===== src/mie_defs.vh =====
/*
 * Constants of the instruction execution block: register offsets, field
 * positions, reset values, opcodes and timing counts.
 * Assumes inclusion by every design file that needs them.
 */
`ifndef MIE_DEFS_VH
`define MIE_DEFS_VH

// Register byte offsets
`define MIE_OFF_CTRL   8'h00
`define MIE_OFF_STAT   8'h04
`define MIE_OFF_PC     8'h08
`define MIE_OFF_ACC    8'h0c
`define MIE_OFF_TABLE_HIGH_BYTE   8'h10
`define MIE_OFF_WDT    8'h14
`define MIE_OFF_MADDR  8'h18
`define MIE_OFF_MDATA  8'h1c
`define MIE_OFF_LAST   8'h20

// Control fields
`define MIE_CTRL_RUN   0
`define MIE_CTRL_GIE   1
`define MIE_CTRL_WAKE  2

// Status fields
`define MIE_ST_C       0
`define MIE_ST_AC      1
`define MIE_ST_Z       2
`define MIE_ST_OV      3
`define MIE_ST_PDF     4
`define MIE_ST_TO      5
`define MIE_ST_HALT    6
`define MIE_ST_BUSY    7

// Reset values
`define MIE_RST_PC     11'h000
`define MIE_RST_ACC    8'h00
`define MIE_RST_SP     3'h0

// Special data addresses and pages
`define MIE_PCL_ADDR   8'h02
`define MIE_LAST_PAGE  3'h7

// System clocks per instruction cycle
`define MIE_SYS_PER_ICYC 4'd4

// Opcodes, instruction bits 15:11
`define MIE_OP_NOP     5'h00
`define MIE_OP_JMP     5'h01
`define MIE_OP_CALL    5'h02
`define MIE_OP_RET     5'h03
`define MIE_OP_RETA    5'h04
`define MIE_OP_INTERRUPT_RETURN    5'h05
`define MIE_OP_SKZ     5'h06
`define MIE_OP_SKZA    5'h07
`define MIE_OP_SKBC    5'h08
`define MIE_OP_SKBS    5'h09
`define MIE_OP_INCSK   5'h0a
`define MIE_OP_DECSK   5'h0b
`define MIE_OP_INCSKA  5'h0c
`define MIE_OP_DECSKA  5'h0d
`define MIE_OP_TRDC    5'h0e
`define MIE_OP_TRDL    5'h0f
`define MIE_OP_CLRM    5'h10
`define MIE_OP_SETM    5'h11
`define MIE_OP_CLRB    5'h12
`define MIE_OP_WDC     5'h13
`define MIE_OP_WDC1    5'h14
`define MIE_OP_WDC2    5'h15
`define MIE_OP_SWAPM   5'h16
`define MIE_OP_NIBBLE_EXCHANGE_TO_ACC   5'h17
`define MIE_OP_HALT    5'h18
`define MIE_OP_ADC     5'h19
`define MIE_OP_ADD     5'h1a
`define MIE_OP_ADDI    5'h1b
`define MIE_OP_AND     5'h1c
`define MIE_OP_ANDI    5'h1d

`endif


===== src/mie_dmem.v =====
/*
 * Data memory of the core: 256 bytes, one write port, registered read.
 * Assumes one clock; read data follow the address by one edge.
 */
`timescale 1ns/1ps
module mie_dmem (
	// Clock
	input  wire       clk,
	// Access port
	input  wire [7:0] addr,
	input  wire       we,
	input  wire [7:0] wdata,
	output reg  [7:0] rdata
);
	reg [7:0] mem [0:255];

	always @(posedge clk) begin
		if (we)
			mem[addr] <= wdata;
		rdata <= mem[addr];
	end
endmodule


===== src/mie_core.v =====
/*
 * Execution core for a subset of an 8-bit instruction set, with an APB
 * register window, internal data memory and a program memory fetch port.
 * Assumes a program memory that presents prog_data combinationally, before the
 * edge that follows a prog_addr change, and an APB master on pclk.
 */
// Functional notes
// [RL1] Zero and bit tests skip next when true
// [RL2] Taken skip adds one instruction cycle
// [RL3] Writing program counter low adds a cycle
// [RL4] Inc/dec skip on zero; acc forms
// [RL5] Zero skip copies byte to accumulator
// [RL6] Call pushes next address, jumps, two cycles
// [RL7] Returns pop stack; immediate loads accumulator
// [RL8] Current page table read to memory, high
// [RL9] Last page table read, two cycles
// [RL10] Clear byte to zero, flags untouched
// [RL11] Clear selected bit, flags untouched
// [RL12] Watchdog clear zeros count and both flags
// [RL13] Preclear pair clears only when completed
// [RL14] Add with carry updates four flags
// [RL15] Plain add updates four flags
// [RL16] AND affects only zero flag
// [RL17] Nibble swap, accumulator form keeps memory
// [RL18] Jump loads program counter, no flags
// [RL19] Halt stops, clears watchdog, sets power-down
// [RL20] Single preclear only records itself
// [RL21] Interrupt return sets global enable
// [RL22] Set byte to all ones
// [RL23] No-operation advances one, one cycle
`timescale 1ns/1ps
`include "mie_defs.vh"
module mie_core (
	// Clock and reset
	input  wire        pclk,
	input  wire        presetn,
	// APB slave
	input  wire        psel,
	input  wire        penable,
	input  wire        pwrite,
	input  wire [7:0]  paddr,
	input  wire [31:0] pwdata,
	output reg         pready,
	output reg  [31:0] prdata,
	output reg         pslverr,
	// Program memory
	output reg  [10:0] prog_addr,
	input  wire [15:0] prog_data
);
	localparam S_IDLE  = 6'b000001;
	localparam S_FETCH = 6'b000010;
	localparam S_WAIT  = 6'b000100;
	localparam S_DEC   = 6'b001000;
	localparam S_EXEC  = 6'b010000;
	localparam S_HOLD  = 6'b100000;

	reg  [5:0]  st_reg;
	reg  [10:0] pc_reg;
	reg  [15:0] ir_reg;
	reg  [7:0]  acc_reg;
	reg  [7:0]  table_high_byte_reg;
	reg  [2:0]  sp_reg;
	reg  [10:0] stk [0:7];
	reg         c_reg;
	reg         ac_reg;
	reg         z_reg;
	reg         ov_reg;
	reg         pdf_reg;
	reg         to_reg;
	reg         gie_reg;
	reg         run_reg;
	reg         halted_reg;
	reg  [3:0]  hold_reg;
	reg  [7:0]  wdt_reg;
	reg  [3:0]  pre_reg;
	reg  [1:0]  div_reg;
	reg         wdr_reg;
	reg         pc1_reg;
	reg         pc2_reg;
	reg  [7:0]  maddr_reg;
	reg  [1:0]  last_n_reg;
	reg         last_sk_reg;

	wire [7:0]  mem_rdata;
	wire        busy = ~st_reg[0];
	wire        exec = (st_reg == S_EXEC);
	wire [4:0]  opc = ir_reg[15:11];
	wire [2:0]  bsel = ir_reg[10:8];
	wire [7:0]  opd = ir_reg[7:0];
	wire [10:0] pc_inc = pc_reg + 11'h001;
	wire [10:0] stk_top = stk[sp_reg - 3'h1];
	wire [7:0]  m_val = (opd == `MIE_PCL_ADDR) ? pc_reg[7:0] : mem_rdata;
	wire        apb_done = psel & penable & pready;
	wire        wd_tick = run_reg & (div_reg == 2'h3);
	wire        go_on = run_reg & ~halted_reg & ~wdr_reg;

	// Adder shared by the three add forms
	wire [7:0]  add_b = (opc == `MIE_OP_ADDI) ? opd : m_val;
	wire        add_ci = (opc == `MIE_OP_ADC) ? c_reg : 1'b0;
	wire [8:0]  sum = {1'b0, acc_reg} + {1'b0, add_b} + {8'h00, add_ci};
	wire [4:0]  nib = {1'b0, acc_reg[3:0]} + {1'b0, add_b[3:0]} + {4'h0, add_ci};
	wire [7:0]  m_inc = m_val + 8'h01;
	wire [7:0]  m_dec = m_val - 8'h01;

	reg  [7:0]  x_res;
	reg         x_wm;
	reg         x_wa;
	reg         x_skip;
	reg  [1:0]  x_base;
	reg         x_jmp;
	reg         x_push;
	reg         x_pop;
	reg         x_fz;
	reg         x_far;
	reg         x_gie;
	reg         x_tbl;
	reg         x_halt;
	reg         x_wdc;
	reg         x_wdc1;
	reg         x_wdc2;

	// Instruction decode
	always @* begin
		x_res = m_val;
		x_wm = 1'b0;
		x_wa = 1'b0;
		x_skip = 1'b0;
		x_base = 2'h1;
		x_jmp = 1'b0;
		x_push = 1'b0;
		x_pop = 1'b0;
		x_fz = 1'b0;
		x_far = 1'b0;
		x_gie = 1'b0;
		x_tbl = 1'b0;
		x_halt = 1'b0;
		x_wdc = 1'b0;
		x_wdc1 = 1'b0;
		x_wdc2 = 1'b0;
		case (opc)
			`MIE_OP_JMP: begin
				x_base = 2'h2;
				x_jmp = 1'b1;                          // [RL18]
			end
			`MIE_OP_CALL: begin
				x_base = 2'h2;
				x_jmp = 1'b1;
				x_push = 1'b1;                         // [RL6]
			end
			`MIE_OP_RET: begin
				x_base = 2'h2;
				x_pop = 1'b1;                          // [RL7]
			end
			`MIE_OP_RETA: begin
				x_base = 2'h2;
				x_pop = 1'b1;
				x_res = opd;
				x_wa = 1'b1;                           // [RL7]
			end
			`MIE_OP_INTERRUPT_RETURN: begin
				x_base = 2'h2;
				x_pop = 1'b1;
				x_gie = 1'b1;                          // [RL21]
			end
			`MIE_OP_SKZ:
				x_skip = (m_val == 8'h00);             // [RL1]
			`MIE_OP_SKZA: begin
				x_wa = 1'b1;
				x_skip = (m_val == 8'h00);             // [RL5]
			end
			`MIE_OP_SKBC:
				x_skip = ~m_val[bsel];                 // [RL1]
			`MIE_OP_SKBS:
				x_skip = m_val[bsel];                  // [RL1]
			`MIE_OP_INCSK, `MIE_OP_INCSKA: begin
				x_res = m_inc;
				x_wm = (opc == `MIE_OP_INCSK);
				x_wa = ~x_wm;
				x_skip = (m_inc == 8'h00);             // [RL4]
			end
			`MIE_OP_DECSK, `MIE_OP_DECSKA: begin
				x_res = m_dec;
				x_wm = (opc == `MIE_OP_DECSK);
				x_wa = ~x_wm;
				x_skip = (m_dec == 8'h00);             // [RL4]
			end
			`MIE_OP_TRDC, `MIE_OP_TRDL: begin
				x_base = 2'h2;
				x_res = prog_data[7:0];
				x_wm = 1'b1;
				x_tbl = 1'b1;                          // [RL8] [RL9]
			end
			`MIE_OP_CLRM: begin
				x_res = 8'h00;
				x_wm = 1'b1;                           // [RL10]
			end
			`MIE_OP_SETM: begin
				x_res = 8'hff;
				x_wm = 1'b1;                           // [RL22]
			end
			`MIE_OP_CLRB: begin
				x_res = m_val & ~(8'h01 << bsel);
				x_wm = 1'b1;                           // [RL11]
			end
			`MIE_OP_WDC:
				x_wdc = 1'b1;
			`MIE_OP_WDC1:
				x_wdc1 = 1'b1;
			`MIE_OP_WDC2:
				x_wdc2 = 1'b1;
			`MIE_OP_SWAPM, `MIE_OP_NIBBLE_EXCHANGE_TO_ACC: begin
				x_res = {m_val[3:0], m_val[7:4]};
				x_wm = (opc == `MIE_OP_SWAPM);
				x_wa = ~x_wm;                          // [RL17]
			end
			`MIE_OP_HALT:
				x_halt = 1'b1;
			`MIE_OP_ADC, `MIE_OP_ADD, `MIE_OP_ADDI: begin
				x_res = sum[7:0];
				x_far = 1'b1;
				x_wm = ir_reg[10] & (opc != `MIE_OP_ADDI);
				x_wa = ~x_wm;                          // [RL14] [RL15]
			end
			`MIE_OP_AND, `MIE_OP_ANDI: begin
				x_res = acc_reg & ((opc == `MIE_OP_ANDI) ? opd : m_val);
				x_fz = 1'b1;
				x_wm = ir_reg[10] & (opc == `MIE_OP_AND);
				x_wa = ~x_wm;                          // [RL16]
			end
			default: begin
				x_res = m_val;                         // [RL23]
			end
		endcase
	end

	// Cycle count and next program counter
	wire        pcl_w = x_wm & (opd == `MIE_PCL_ADDR);
	wire [1:0]  x_n = x_base + {1'b0, x_skip} + {1'b0, pcl_w};   // [RL2] [RL3]
	reg  [10:0] x_pcn;

	always @* begin
		if (pcl_w)
			x_pcn = {pc_reg[10:8], x_res};             // [RL3]
		else if (x_jmp)
			x_pcn = ir_reg[10:0];                      // [RL6] [RL18]
		else if (x_pop)
			x_pcn = stk_top;                           // [RL7]
		else if (x_skip)
			x_pcn = pc_reg + 11'h002;                  // [RL1]
		else
			x_pcn = pc_inc;                            // [RL23]
	end

	// Data memory shared with the register window while idle
	wire [7:0]  mem_addr = busy ? opd : maddr_reg;
	wire        mem_we = busy ? (exec & x_wm & ~pcl_w) :
		(apb_done & ~pslverr & pwrite & (paddr == `MIE_OFF_MDATA));
	wire [7:0]  mem_wd = busy ? x_res : pwdata[7:0];

	mie_dmem u_dmem (
		.clk   (pclk),
		.addr  (mem_addr),
		.we    (mem_we),
		.wdata (mem_wd),
		.rdata (mem_rdata)
	);

	// Hardware stack, wraps after eight levels
	always @(posedge pclk) begin
		if (exec && x_push)
			stk[sp_reg] <= pc_inc;                     // [RL6]
	end

	// Core sequencer, flags, watchdog and register writes
	always @(posedge pclk or negedge presetn) begin
		if (!presetn) begin
			st_reg <= S_IDLE;
			pc_reg <= `MIE_RST_PC;
			ir_reg <= 16'h0000;
			acc_reg <= `MIE_RST_ACC;
			table_high_byte_reg <= 8'h00;
			sp_reg <= `MIE_RST_SP;
			{c_reg, ac_reg, z_reg, ov_reg} <= 4'h0;
			{pdf_reg, to_reg, gie_reg} <= 3'h0;
			run_reg <= 1'b0;
			halted_reg <= 1'b0;
			hold_reg <= 4'h0;
			wdt_reg <= 8'h00;
			pre_reg <= 4'h0;
			div_reg <= 2'h0;
			wdr_reg <= 1'b0;
			{pc1_reg, pc2_reg} <= 2'h0;
			maddr_reg <= 8'h00;
			last_n_reg <= 2'h0;
			last_sk_reg <= 1'b0;
			prog_addr <= `MIE_RST_PC;
		end else begin
			if (apb_done && pwrite && !pslverr) begin
				if (paddr == `MIE_OFF_CTRL) begin
					run_reg <= pwdata[`MIE_CTRL_RUN];
					gie_reg <= pwdata[`MIE_CTRL_GIE];
					if (pwdata[`MIE_CTRL_WAKE])
						halted_reg <= 1'b0;
				end else if (paddr == `MIE_OFF_PC) begin
					pc_reg <= pwdata[10:0];
				end else if (paddr == `MIE_OFF_ACC) begin
					acc_reg <= pwdata[7:0];
				end else if (paddr == `MIE_OFF_MADDR) begin
					maddr_reg <= pwdata[7:0];
				end
			end
			// Watchdog counts instruction cycles while run is set
			if (run_reg)
				div_reg <= div_reg + 2'h1;
			if (wd_tick) begin
				pre_reg <= pre_reg + 4'h1;
				if (pre_reg == 4'hf)
					wdt_reg <= wdt_reg + 8'h01;
			end
			case (st_reg)
				S_IDLE: begin
					if (wdr_reg) begin
						pc_reg <= `MIE_RST_PC;
						sp_reg <= `MIE_RST_SP;
						halted_reg <= 1'b0;
						wdr_reg <= 1'b0;
					end else if (run_reg && !halted_reg) begin
						st_reg <= S_FETCH;
					end
				end
				S_FETCH: begin
					prog_addr <= pc_reg;
					st_reg <= S_WAIT;
				end
				S_WAIT: begin
					ir_reg <= prog_data;
					st_reg <= S_DEC;
				end
				S_DEC: begin
					if (opc == `MIE_OP_TRDC)
						prog_addr <= {pc_reg[10:8], acc_reg};          // [RL8]
					else if (opc == `MIE_OP_TRDL)
						prog_addr <= {`MIE_LAST_PAGE, acc_reg};        // [RL9]
					st_reg <= S_EXEC;
				end
				S_EXEC: begin
					if (x_wa)
						acc_reg <= x_res;
					if (x_fz)
						z_reg <= (x_res == 8'h00);                     // [RL16]
					if (x_far) begin
						c_reg <= sum[8];
						ac_reg <= nib[4];
						ov_reg <= (acc_reg[7] == add_b[7]) & (sum[7] != acc_reg[7]);
						z_reg <= (sum[7:0] == 8'h00);                  // [RL14] [RL15]
					end
					if (x_tbl)
						table_high_byte_reg <= prog_data[15:8];                   // [RL8]
					if (x_push)
						sp_reg <= sp_reg + 3'h1;
					if (x_pop)
						sp_reg <= sp_reg - 3'h1;
					if (x_gie)
						gie_reg <= 1'b1;                               // [RL21]
					if (x_wdc) begin
						wdt_reg <= 8'h00;
						pre_reg <= 4'h0;
						{pdf_reg, to_reg} <= 2'h0;                     // [RL12]
					end
					if (x_wdc1 || x_wdc2) begin
						if ((x_wdc1 && pc2_reg) || (x_wdc2 && pc1_reg)) begin
							wdt_reg <= 8'h00;
							pre_reg <= 4'h0;
							{pdf_reg, to_reg} <= 2'h0;                 // [RL13]
							{pc1_reg, pc2_reg} <= 2'h0;
						end else if (x_wdc1) begin
							pc1_reg <= 1'b1;                           // [RL20]
						end else begin
							pc2_reg <= 1'b1;                           // [RL20]
						end
					end
					if (x_halt) begin
						halted_reg <= 1'b1;
						wdt_reg <= 8'h00;
						pre_reg <= 4'h0;
						pdf_reg <= 1'b1;
						to_reg <= 1'b0;                                // [RL19]
					end
					pc_reg <= x_pcn;
					last_n_reg <= x_n;
					last_sk_reg <= x_skip;
					if (x_n == 2'h1) begin
						st_reg <= (go_on && !x_halt) ? S_FETCH : S_IDLE;
					end else begin
						hold_reg <= ({2'b00, x_n} - 4'h1) * `MIE_SYS_PER_ICYC - 4'h1;
						st_reg <= S_HOLD;                              // [RL2] [RL3]
					end
				end
				S_HOLD: begin
					if (hold_reg == 4'h0)
						st_reg <= go_on ? S_FETCH : S_IDLE;
					else
						hold_reg <= hold_reg - 4'h1;
				end
				default: st_reg <= S_IDLE;
			endcase
			// Time-out wins over any clear in the same cycle
			if (wd_tick && wdt_reg == 8'hff && pre_reg == 4'hf) begin
				to_reg <= 1'b1;
				wdr_reg <= 1'b1;
			end
		end
	end

	// Register window read data and error decode
	wire unmapped = (paddr[1:0] != 2'h0) || (paddr > `MIE_OFF_LAST);
	wire locked = busy & ((pwrite & ((paddr == `MIE_OFF_PC) | (paddr == `MIE_OFF_ACC))) |
		(paddr == `MIE_OFF_MDATA));
	reg  [31:0] rd_mux;

	always @* begin
		rd_mux = 32'h0000_0000;
		if (paddr == `MIE_OFF_CTRL) begin
			rd_mux[`MIE_CTRL_RUN] = run_reg;
			rd_mux[`MIE_CTRL_GIE] = gie_reg;
		end else if (paddr == `MIE_OFF_STAT) begin
			rd_mux[`MIE_ST_C] = c_reg;
			rd_mux[`MIE_ST_AC] = ac_reg;
			rd_mux[`MIE_ST_Z] = z_reg;
			rd_mux[`MIE_ST_OV] = ov_reg;
			rd_mux[`MIE_ST_PDF] = pdf_reg;
			rd_mux[`MIE_ST_TO] = to_reg;
			rd_mux[`MIE_ST_HALT] = halted_reg;
			rd_mux[`MIE_ST_BUSY] = busy;
		end else if (paddr == `MIE_OFF_PC) begin
			rd_mux[10:0] = pc_reg;
		end else if (paddr == `MIE_OFF_ACC) begin
			rd_mux[7:0] = acc_reg;
		end else if (paddr == `MIE_OFF_TABLE_HIGH_BYTE) begin
			rd_mux[7:0] = table_high_byte_reg;
		end else if (paddr == `MIE_OFF_WDT) begin
			rd_mux[7:0] = wdt_reg;
		end else if (paddr == `MIE_OFF_MADDR) begin
			rd_mux[7:0] = maddr_reg;
		end else if (paddr == `MIE_OFF_MDATA) begin
			rd_mux[7:0] = mem_rdata;
		end else if (paddr == `MIE_OFF_LAST) begin
			rd_mux[1:0] = last_n_reg;
			rd_mux[2] = last_sk_reg;
		end
	end

	// One wait state on every transfer
	always @(posedge pclk or negedge presetn) begin
		if (!presetn) begin
			pready <= 1'b0;
			prdata <= 32'h0000_0000;
			pslverr <= 1'b0;
		end else begin
			pready <= psel & penable & ~pready;
			if (psel && penable && !pready) begin
				prdata <= (unmapped | locked) ? 32'h0000_0000 : rd_mux;
				pslverr <= unmapped | locked;
			end
		end
	end
endmodule


===== config.mk =====
export PLATFORM = sky130hd
export DESIGN_NAME = mie_core
export DESIGN_NICKNAME = d
export VERILOG_FILES = /design/src/mie_dmem.v /design/src/mie_core.v
export VERILOG_INCLUDE_DIRS = /design/src
export SDC_FILE = /design/constraint.sdc
export NUM_CORES = 2
export LEC_CHECK = 0
export BUFFER_PORTS_ARGS = -buffer_cell sky130_fd_sc_hd__buf_2
export CAP_MARGIN = 10
export CORE_MARGIN = 10
export CORE_UTILIZATION = 25
export CTS_BUF_LIST = sky130_fd_sc_hd__clkbuf_4 sky130_fd_sc_hd__clkbuf_8 sky130_fd_sc_hd__clkbuf_16
export DETAILED_ROUTE_END_ITERATION = 8
export HOLD_SLACK_MARGIN = 0.02
export PLACE_DENSITY_LB_ADDON = 0.08
export SKIP_LAST_GASP = 1
export SLEW_MARGIN = 15
export SYNTH_ARGS = -nofsm -noshare
export SYNTH_HDL_FRONTEND = slang
export SYNTH_SLANG_ARGS = --single-unit

===== constraint.sdc =====
create_clock -name pclk -period 19 [get_ports pclk]
set_clock_uncertainty 0.15 [all_clocks]
set_input_delay 3.8 -clock pclk [delete_from_list [all_inputs] [get_ports pclk]]
set_output_delay 3.8 -clock pclk [all_outputs]
set_load 0.005 [all_outputs]

-- After elaboration in Yosys (flattened, before gate mapping)
Memories as Yosys holds them, arrays and structs flattened. A register that Yosys moved wholly into a read port is not among the register bits.
Index checks and enable logic that the tools add are counted.
- output and inout bits: 45
- RAM bits: 2136
- logic and storage cells: 324
- register bits: 138
- memories: 2
- memories (name ; depth ; width ; read ports ; clocked after Yosys merged registers in ; wr ports ; RTL line ; text):
    u_dmem.mem ; 256 ; 8 ; 1 ; 1 ; 1 ; mie_dmem.v:15 ; reg [7:0] mem [0:255];
    stk ; 8 ; 11 ; 1 ; 0 ; 1 ; mie_core.v:63 ; reg [10:0] stk [0:7];
- reduce and logical (&&, ||, !) cells: 56
- bitwise gates (word level): 38
- multiplexer cells: 116
- equal/unequal tests: 61
- add/subtract/negate cells: 18
- $lt $le $gt $ge: 2
- shift operators: 1
- operators with widths (operator ; number):
    8-bit two-way mux ; 24
    11-bit two-way mux ; 11
    8-bit case mux with 10 select lines ; 1
    5-bit == test (second input constant) ; 14
    8-bit logical NOT ; 6
    1-bit two-way mux ; 45
    11-bit case mux with 2 select lines ; 2
    5-bit by 4-bit == test with 1-bit output (second input constant) ; 8
    6-bit case mux with 6 select lines ; 1
    8-bit by 5-bit == test with 1-bit output (second input constant) ; 4
    4-bit two-way mux ; 8
    6-bit two-way mux ; 4
    3-bit two-way mux ; 7
    5-bit by 3-bit == test with 1-bit output (second input constant) ; 4
    1-bit bitwise AND ; 17
    8-bit by 1-bit adder with 8-bit output (second input constant) ; 2
    8-bit bitwise AND ; 2
    8-bit by 4-bit == test with 1-bit output (second input constant) ; 2
    2-bit nonzero test ; 8
    2-bit OR reduction ; 8
    1-bit inverter ; 15
    3-bit AND reduction ; 5
    2-bit != test (second input constant) ; 7
    1-bit case mux with 6 select lines ; 2
    57 further kinds ; 85

-- Longest topological paths before layout
- word-level depth: 12
- depth in mapped cells: 23

-- Modules after synthesis
A second synthesis with hierarchy kept.
- cells, all modules: 4845
- area total of the unflattened synthesis: 91200.0 um^2
- modules (own cells, without submodules) (module ; instances ; cells each ; area an instance (um^2)):
    mie_dmem ; 1 ; 3547 ; 78492.8
    mie_core ; 1 ; 1298 ; 12707.2

-- Worst setup path before layout
Ideal clock, no wire load.
- kind: input to register
- start point: in prog_data[7]
- end point: mem u_dmem.mem[0][7], data pin
- stages: 6
- required time: 16.663 ns
- arrival: 14.372 ns
- setup slack: 2.291 ns
- cell sequence: a22o_1 > a311oi_1 > o2111ai_1 > a211oi_1 > a211o_1 > o21ai_0
- longest elaborated chain between the ends: 2
- RTL lines (what ; RTL line ; text):
    start, declared ; mie_core.v:48 ; input wire [15:0] prog_data
    8-bit case mux with 10 select lines ; mie_core.v:140 ; case (opc)
    8-bit two-way mux ; mie_core.v:258 ; wire [7:0] mem_wd = busy ? x_res : pwdata[7:0];
    net mem_wd[7] ; mie_core.v:258 ;
    end, declared ; mie_dmem.v:15 ;
The timed path passes the listed nets, and every way through them passes these cells.

-- Final worst setup path
- start point: in paddr[5]
- end point: mem u_dmem.mem[240][2] (enable)
- longest elaborated chain between the ends: 5
- RTL lines (what ; RTL line ; text):
    start, declared ; mie_core.v:41 ; input wire [7:0] paddr,
    8-bit by 5-bit == test with 1-bit output (no source line) ; -- ;
    1-bit bitwise AND ; mie_core.v:257 ; (apb_done & ~pslverr & pwrite & (paddr == `MIE_OFF_MDATA));
    1-bit two-way mux ; mie_core.v:256 ; wire mem_we = busy ? (exec & x_wm & ~pcl_w) :
    1-bit two-way mux ; mie_dmem.v:18 ; if (we)
    1-bit two-way mux (not written as such) ; mie_dmem.v:19 ; mem[addr] <= wdata;
No other way between the ends.

==> impl_metrics.csv <==
group,metric,value,unit
floorplan,die_height,628,um
floorplan,num_rows,223,
clocking,clkSlewWorstSetupHoldPaths,0.06,ns
placed_design,detailed_place_hpwl,182000,um
floorplan,start_util,0.251,
route,drc,0,
power_and_ir_drop,peakVddDrop,0.0631,mV
timing,final_max_slew_viol_count,0,
floorplan,ios,106,
power_and_ir_drop,power.leakage,0.0338,uW
route,num_vias,49300,
clocking,root_buffer,"clkbuf_16",
setup_path,path_depth,11,
global_route,grt_pass1_vias,51400,
setup_path,cpMostUsedCell,"nor2_1",
timing,slew_headroom,0.166,
setup_path,critPathMaxFanout,10,
timing,min_period_over_period,0.404,
run_status,status,"finished, final reports clean",
yosys,ys.flop_type,"edfxtp_1",
global_route,grtUsageMet2,0.245,
finish,nNetsFinal,5502,
route,firstDrtPassIters,6,
setup_path,worstSetupEndpointType,"flip-flop",
yosys,netlist_instances,5280,
floorplan,die_w,628,um
clocking,cts_buffers,276,
timing,min_period,7.67,ns
min_path,min-delay-start,"div_reg[0]",
clocking,htreeDepth,5,
min_path,holdCritPathClass,"reg -> reg",
placed_design,port_buffers,63,
setup_path,cp_cell_sequence,"buf_2 -> nor3_1 -> nand3_1 -> nor2_1 -> nand3_1 -> nand2_1 -> nand2b_1 -> nor2_1 -> nand2_2 -> buf_4 -> nor2_1",
timing,setup_viol,0,
min_path,hold_end,"div_reg[0]",
clocking,hold_buffers,0,
setup_path,critPathMaxStageDelay,0.80,ns
setup_path,slowest_stage,"nor2_1",
yosys,synth_area_leader_cell,"edfxtp_1",
setup_path,r2r_cells,13,
setup_path,critical_path_buf_inv_count,2,
route,wl_per_cell,29.4,um
yosys,synth_area_per_cell,17.5,um^2
route,vias_per_cell,4.71,
route,ant_nets,0,
timing,setup_tns,0,ns
yosys,yosys_warnings,0,
yosys,ys_async_sr_fraction,0.0517,
clocking,cts_sinks,2261,
yosys,ys_top_cells_by_area,"edfxtp_1, mux4_2, dfrtp_1, nand2_1, nor2_1",
setup_path,cp.required,19.37,ns
setup_path,r2r-start,"st_reg[0]",
yosys,synth_edf_count,2136,
yosys,netlist_area,92300,um^2
global_route,grt.total_usage,0.152,
floorplan,die_area,394000,um^2
finish,largest_reg_flops,2048,
route,drt_iter0_drc,4026,
timing,max_freq,0.130,GHz
power_and_ir_drop,power_density,101,nW/um^2
yosys,yosysSeqAreaShare,0.729,
setup_path,r2r-end,"u_dmem.rdata[7]",
finish,drive_gt1_frac,0.223,
global_route,grt_use_met3,0.0215,
global_route,use_met1,0.216,
clocking,cts_tree,"built",
yosys,post-synth-top-count-cell,"edfxtp_1",
clocking,worst_skew_pair.late_latency,0.88,ns
floorplan,core,368000,um^2
finish,final_core_util,0.293,
timing,hold_viol,0,
clocking,cts_resized,0,
setup_path,rrSetupSlack,11.68,ns
global_route,grt_max_degree,185,
yosys,ys_ff_latch,2261,
yosys,synth_cell_type_count,91,
route,wl,307000,um
setup_path,critPathTopFamily,"simple AND/OR/NAND/NOR gates",
finish,fillers,36400,
setup_path,crit_type,"in -> reg",
min_path,whs_path_depth,1,
run,cap_violations,0,
yosys,synth_common_cells,"edfxtp_1, nand2_1, mux4_2",
global_route,grt_pass1_wl,426000,um
setup_path,critPathArrivalTime,8.04,ns
clocking,clockBufferDepth,4,
finish,syn_to_final_growth,16.8,%
global_route,grt_overflow,0,
timing,rsz0062_at_grt,"no",
power_and_ir_drop,power,10900,uW
setup_path,start_kind,"input port",
timing,max_slew.worst_pin.slew,1.25,ns
global_route,antenna_found_initial,12,
global_route,busiest_layer,"met2",
placed_design,gp_congestion,0.809,
yosys,synth_top_area_frac,0.695,
clocking,post_cts_buffers,0,
[layer usage]
layer  vias to the layer above  routed length, um
met3                       364              14700
met2                      1275             145000
li1                      21200                  -
met1                     26500             141000
met4                         0               7350
met5                         -                  0
[worst max path at each step]
stage	to	slack, ns	startpoint
3_5_place_dp	u_dmem.mem[240][3]	10.46	paddr[5]
5_1_grt	u_dmem.rdata[5]	10.97	st_reg[0]
3_3_place_gp	u_dmem.mem[80][1]	10.53	paddr[5]
2_1_floorplan	u_dmem.mem[0][7]	2.29	prog_data[7]
6_report	u_dmem.mem[240][2]	11.33	paddr[5]
4_1_cts	u_dmem.rdata[5]	11.29	st_reg[0]
[logic make-up (layout without fill, tap and decap cells)]
kind of cell,after synthesis,count (layout),synth area share
buffers and inverters,382,710,0.0176
DFF,2261,2261,0.729
xor gates and xnor gates,44,44,0.00418
AOI/OAI and AO/OA,517,517,0.0367
and+or+nand+nor,1399,1399,0.0654
adders and majority gates,22,22,0.00323
other,1,28,0.0000406
muxes,654,654,0.144
[final cells by class]
| class | instances | area (um^2) | area share |
|---|---|---|---|
| flip-flops and latches | 2261 | 67200 | 0.624 |
| multi-input cells | 2657 | 23900 | 0.221 |
| clock buffers | 345 | 7710 | 0.0716 |
| well taps | 4837 | 6050 | 0.0562 |
| repair buffers | 195 | 1520 | 0.0141 |
| clock inverters | 142 | 1270 | 0.0118 |
| inverters | 28 | 108 | 0.000998 |
| diodes | 7 | 17.5 | 0.000163 |
[where the power goes]
| group | internal (uW) | leakage [uW] | total (uW) | switching, uW |
|---|---|---|---|---|
| Clock | 3140 | 0.00447 | 5280 | 2140 |
| Combinational | 14.3 | 0.00839 | 123 | 109 |
| Sequential | 5450 | 0.0210 | 5450 | 1.41 |
[stage by stage]
| step | hold WS, ns | cell area (um^2) | instances | setup WS (ns) |
|---|---|---|---|---|
| 2_1_floorplan | 0.296 | 92300 | 5300 | 2.29 |
| 3_3_place_gp | 0.311 | 98700 | 9977 | 10.53 |
| 3_5_place_dp | 0.319 | 98800 | 9978 | 10.46 |
| 4_1_cts | 0.329 | 108000 | 10500 | 11.29 |
| 5_1_grt | 0.335 | 108000 | 10500 | 10.97 |
| 6_report | 0.327 | 108000 | 10500 | 11.33 |
[cells in the final DEF, fill, tap and decap left out, types with 19 or more instances in the layout]
cell,instances
o22ai_1,43
nand3_1,88
a211oi_1,44
inv_1,26
buf_4,117
clkbuf_4,50
clkinv_2,37
a21oi_1,172
bufinv_16,19
xnor2_1,30
ha_1,19
nor3_1,38
o21ai_0,61
buf_2,62
conb_1,21
clkbuf_16,291
a31oi_1,29
and3_1,72
mux2i_1,72
nor2_1,433
nand2_1,621
edfxtp_1,2136
mux4_2,535
clkinv_1,67
mux2_2,34
dfrtp_1,116
[worst reg2reg max path: stages (launching register included)]
cell and delay (ns):
dfstp_2 0.51, buf_4 0.55, mux2_8 0.73, buf_12 0.64, buf_12 0.56, buf_4 0.88
buf_4 0.83, mux4_2 0.65, nand2_1 0.09, a21oi_1 0.11, nor2_1 0.25, o22ai_1 0.34
nor4_1 0.36, o2111ai_1 0.40
Power figures use the tool's default switching activity.
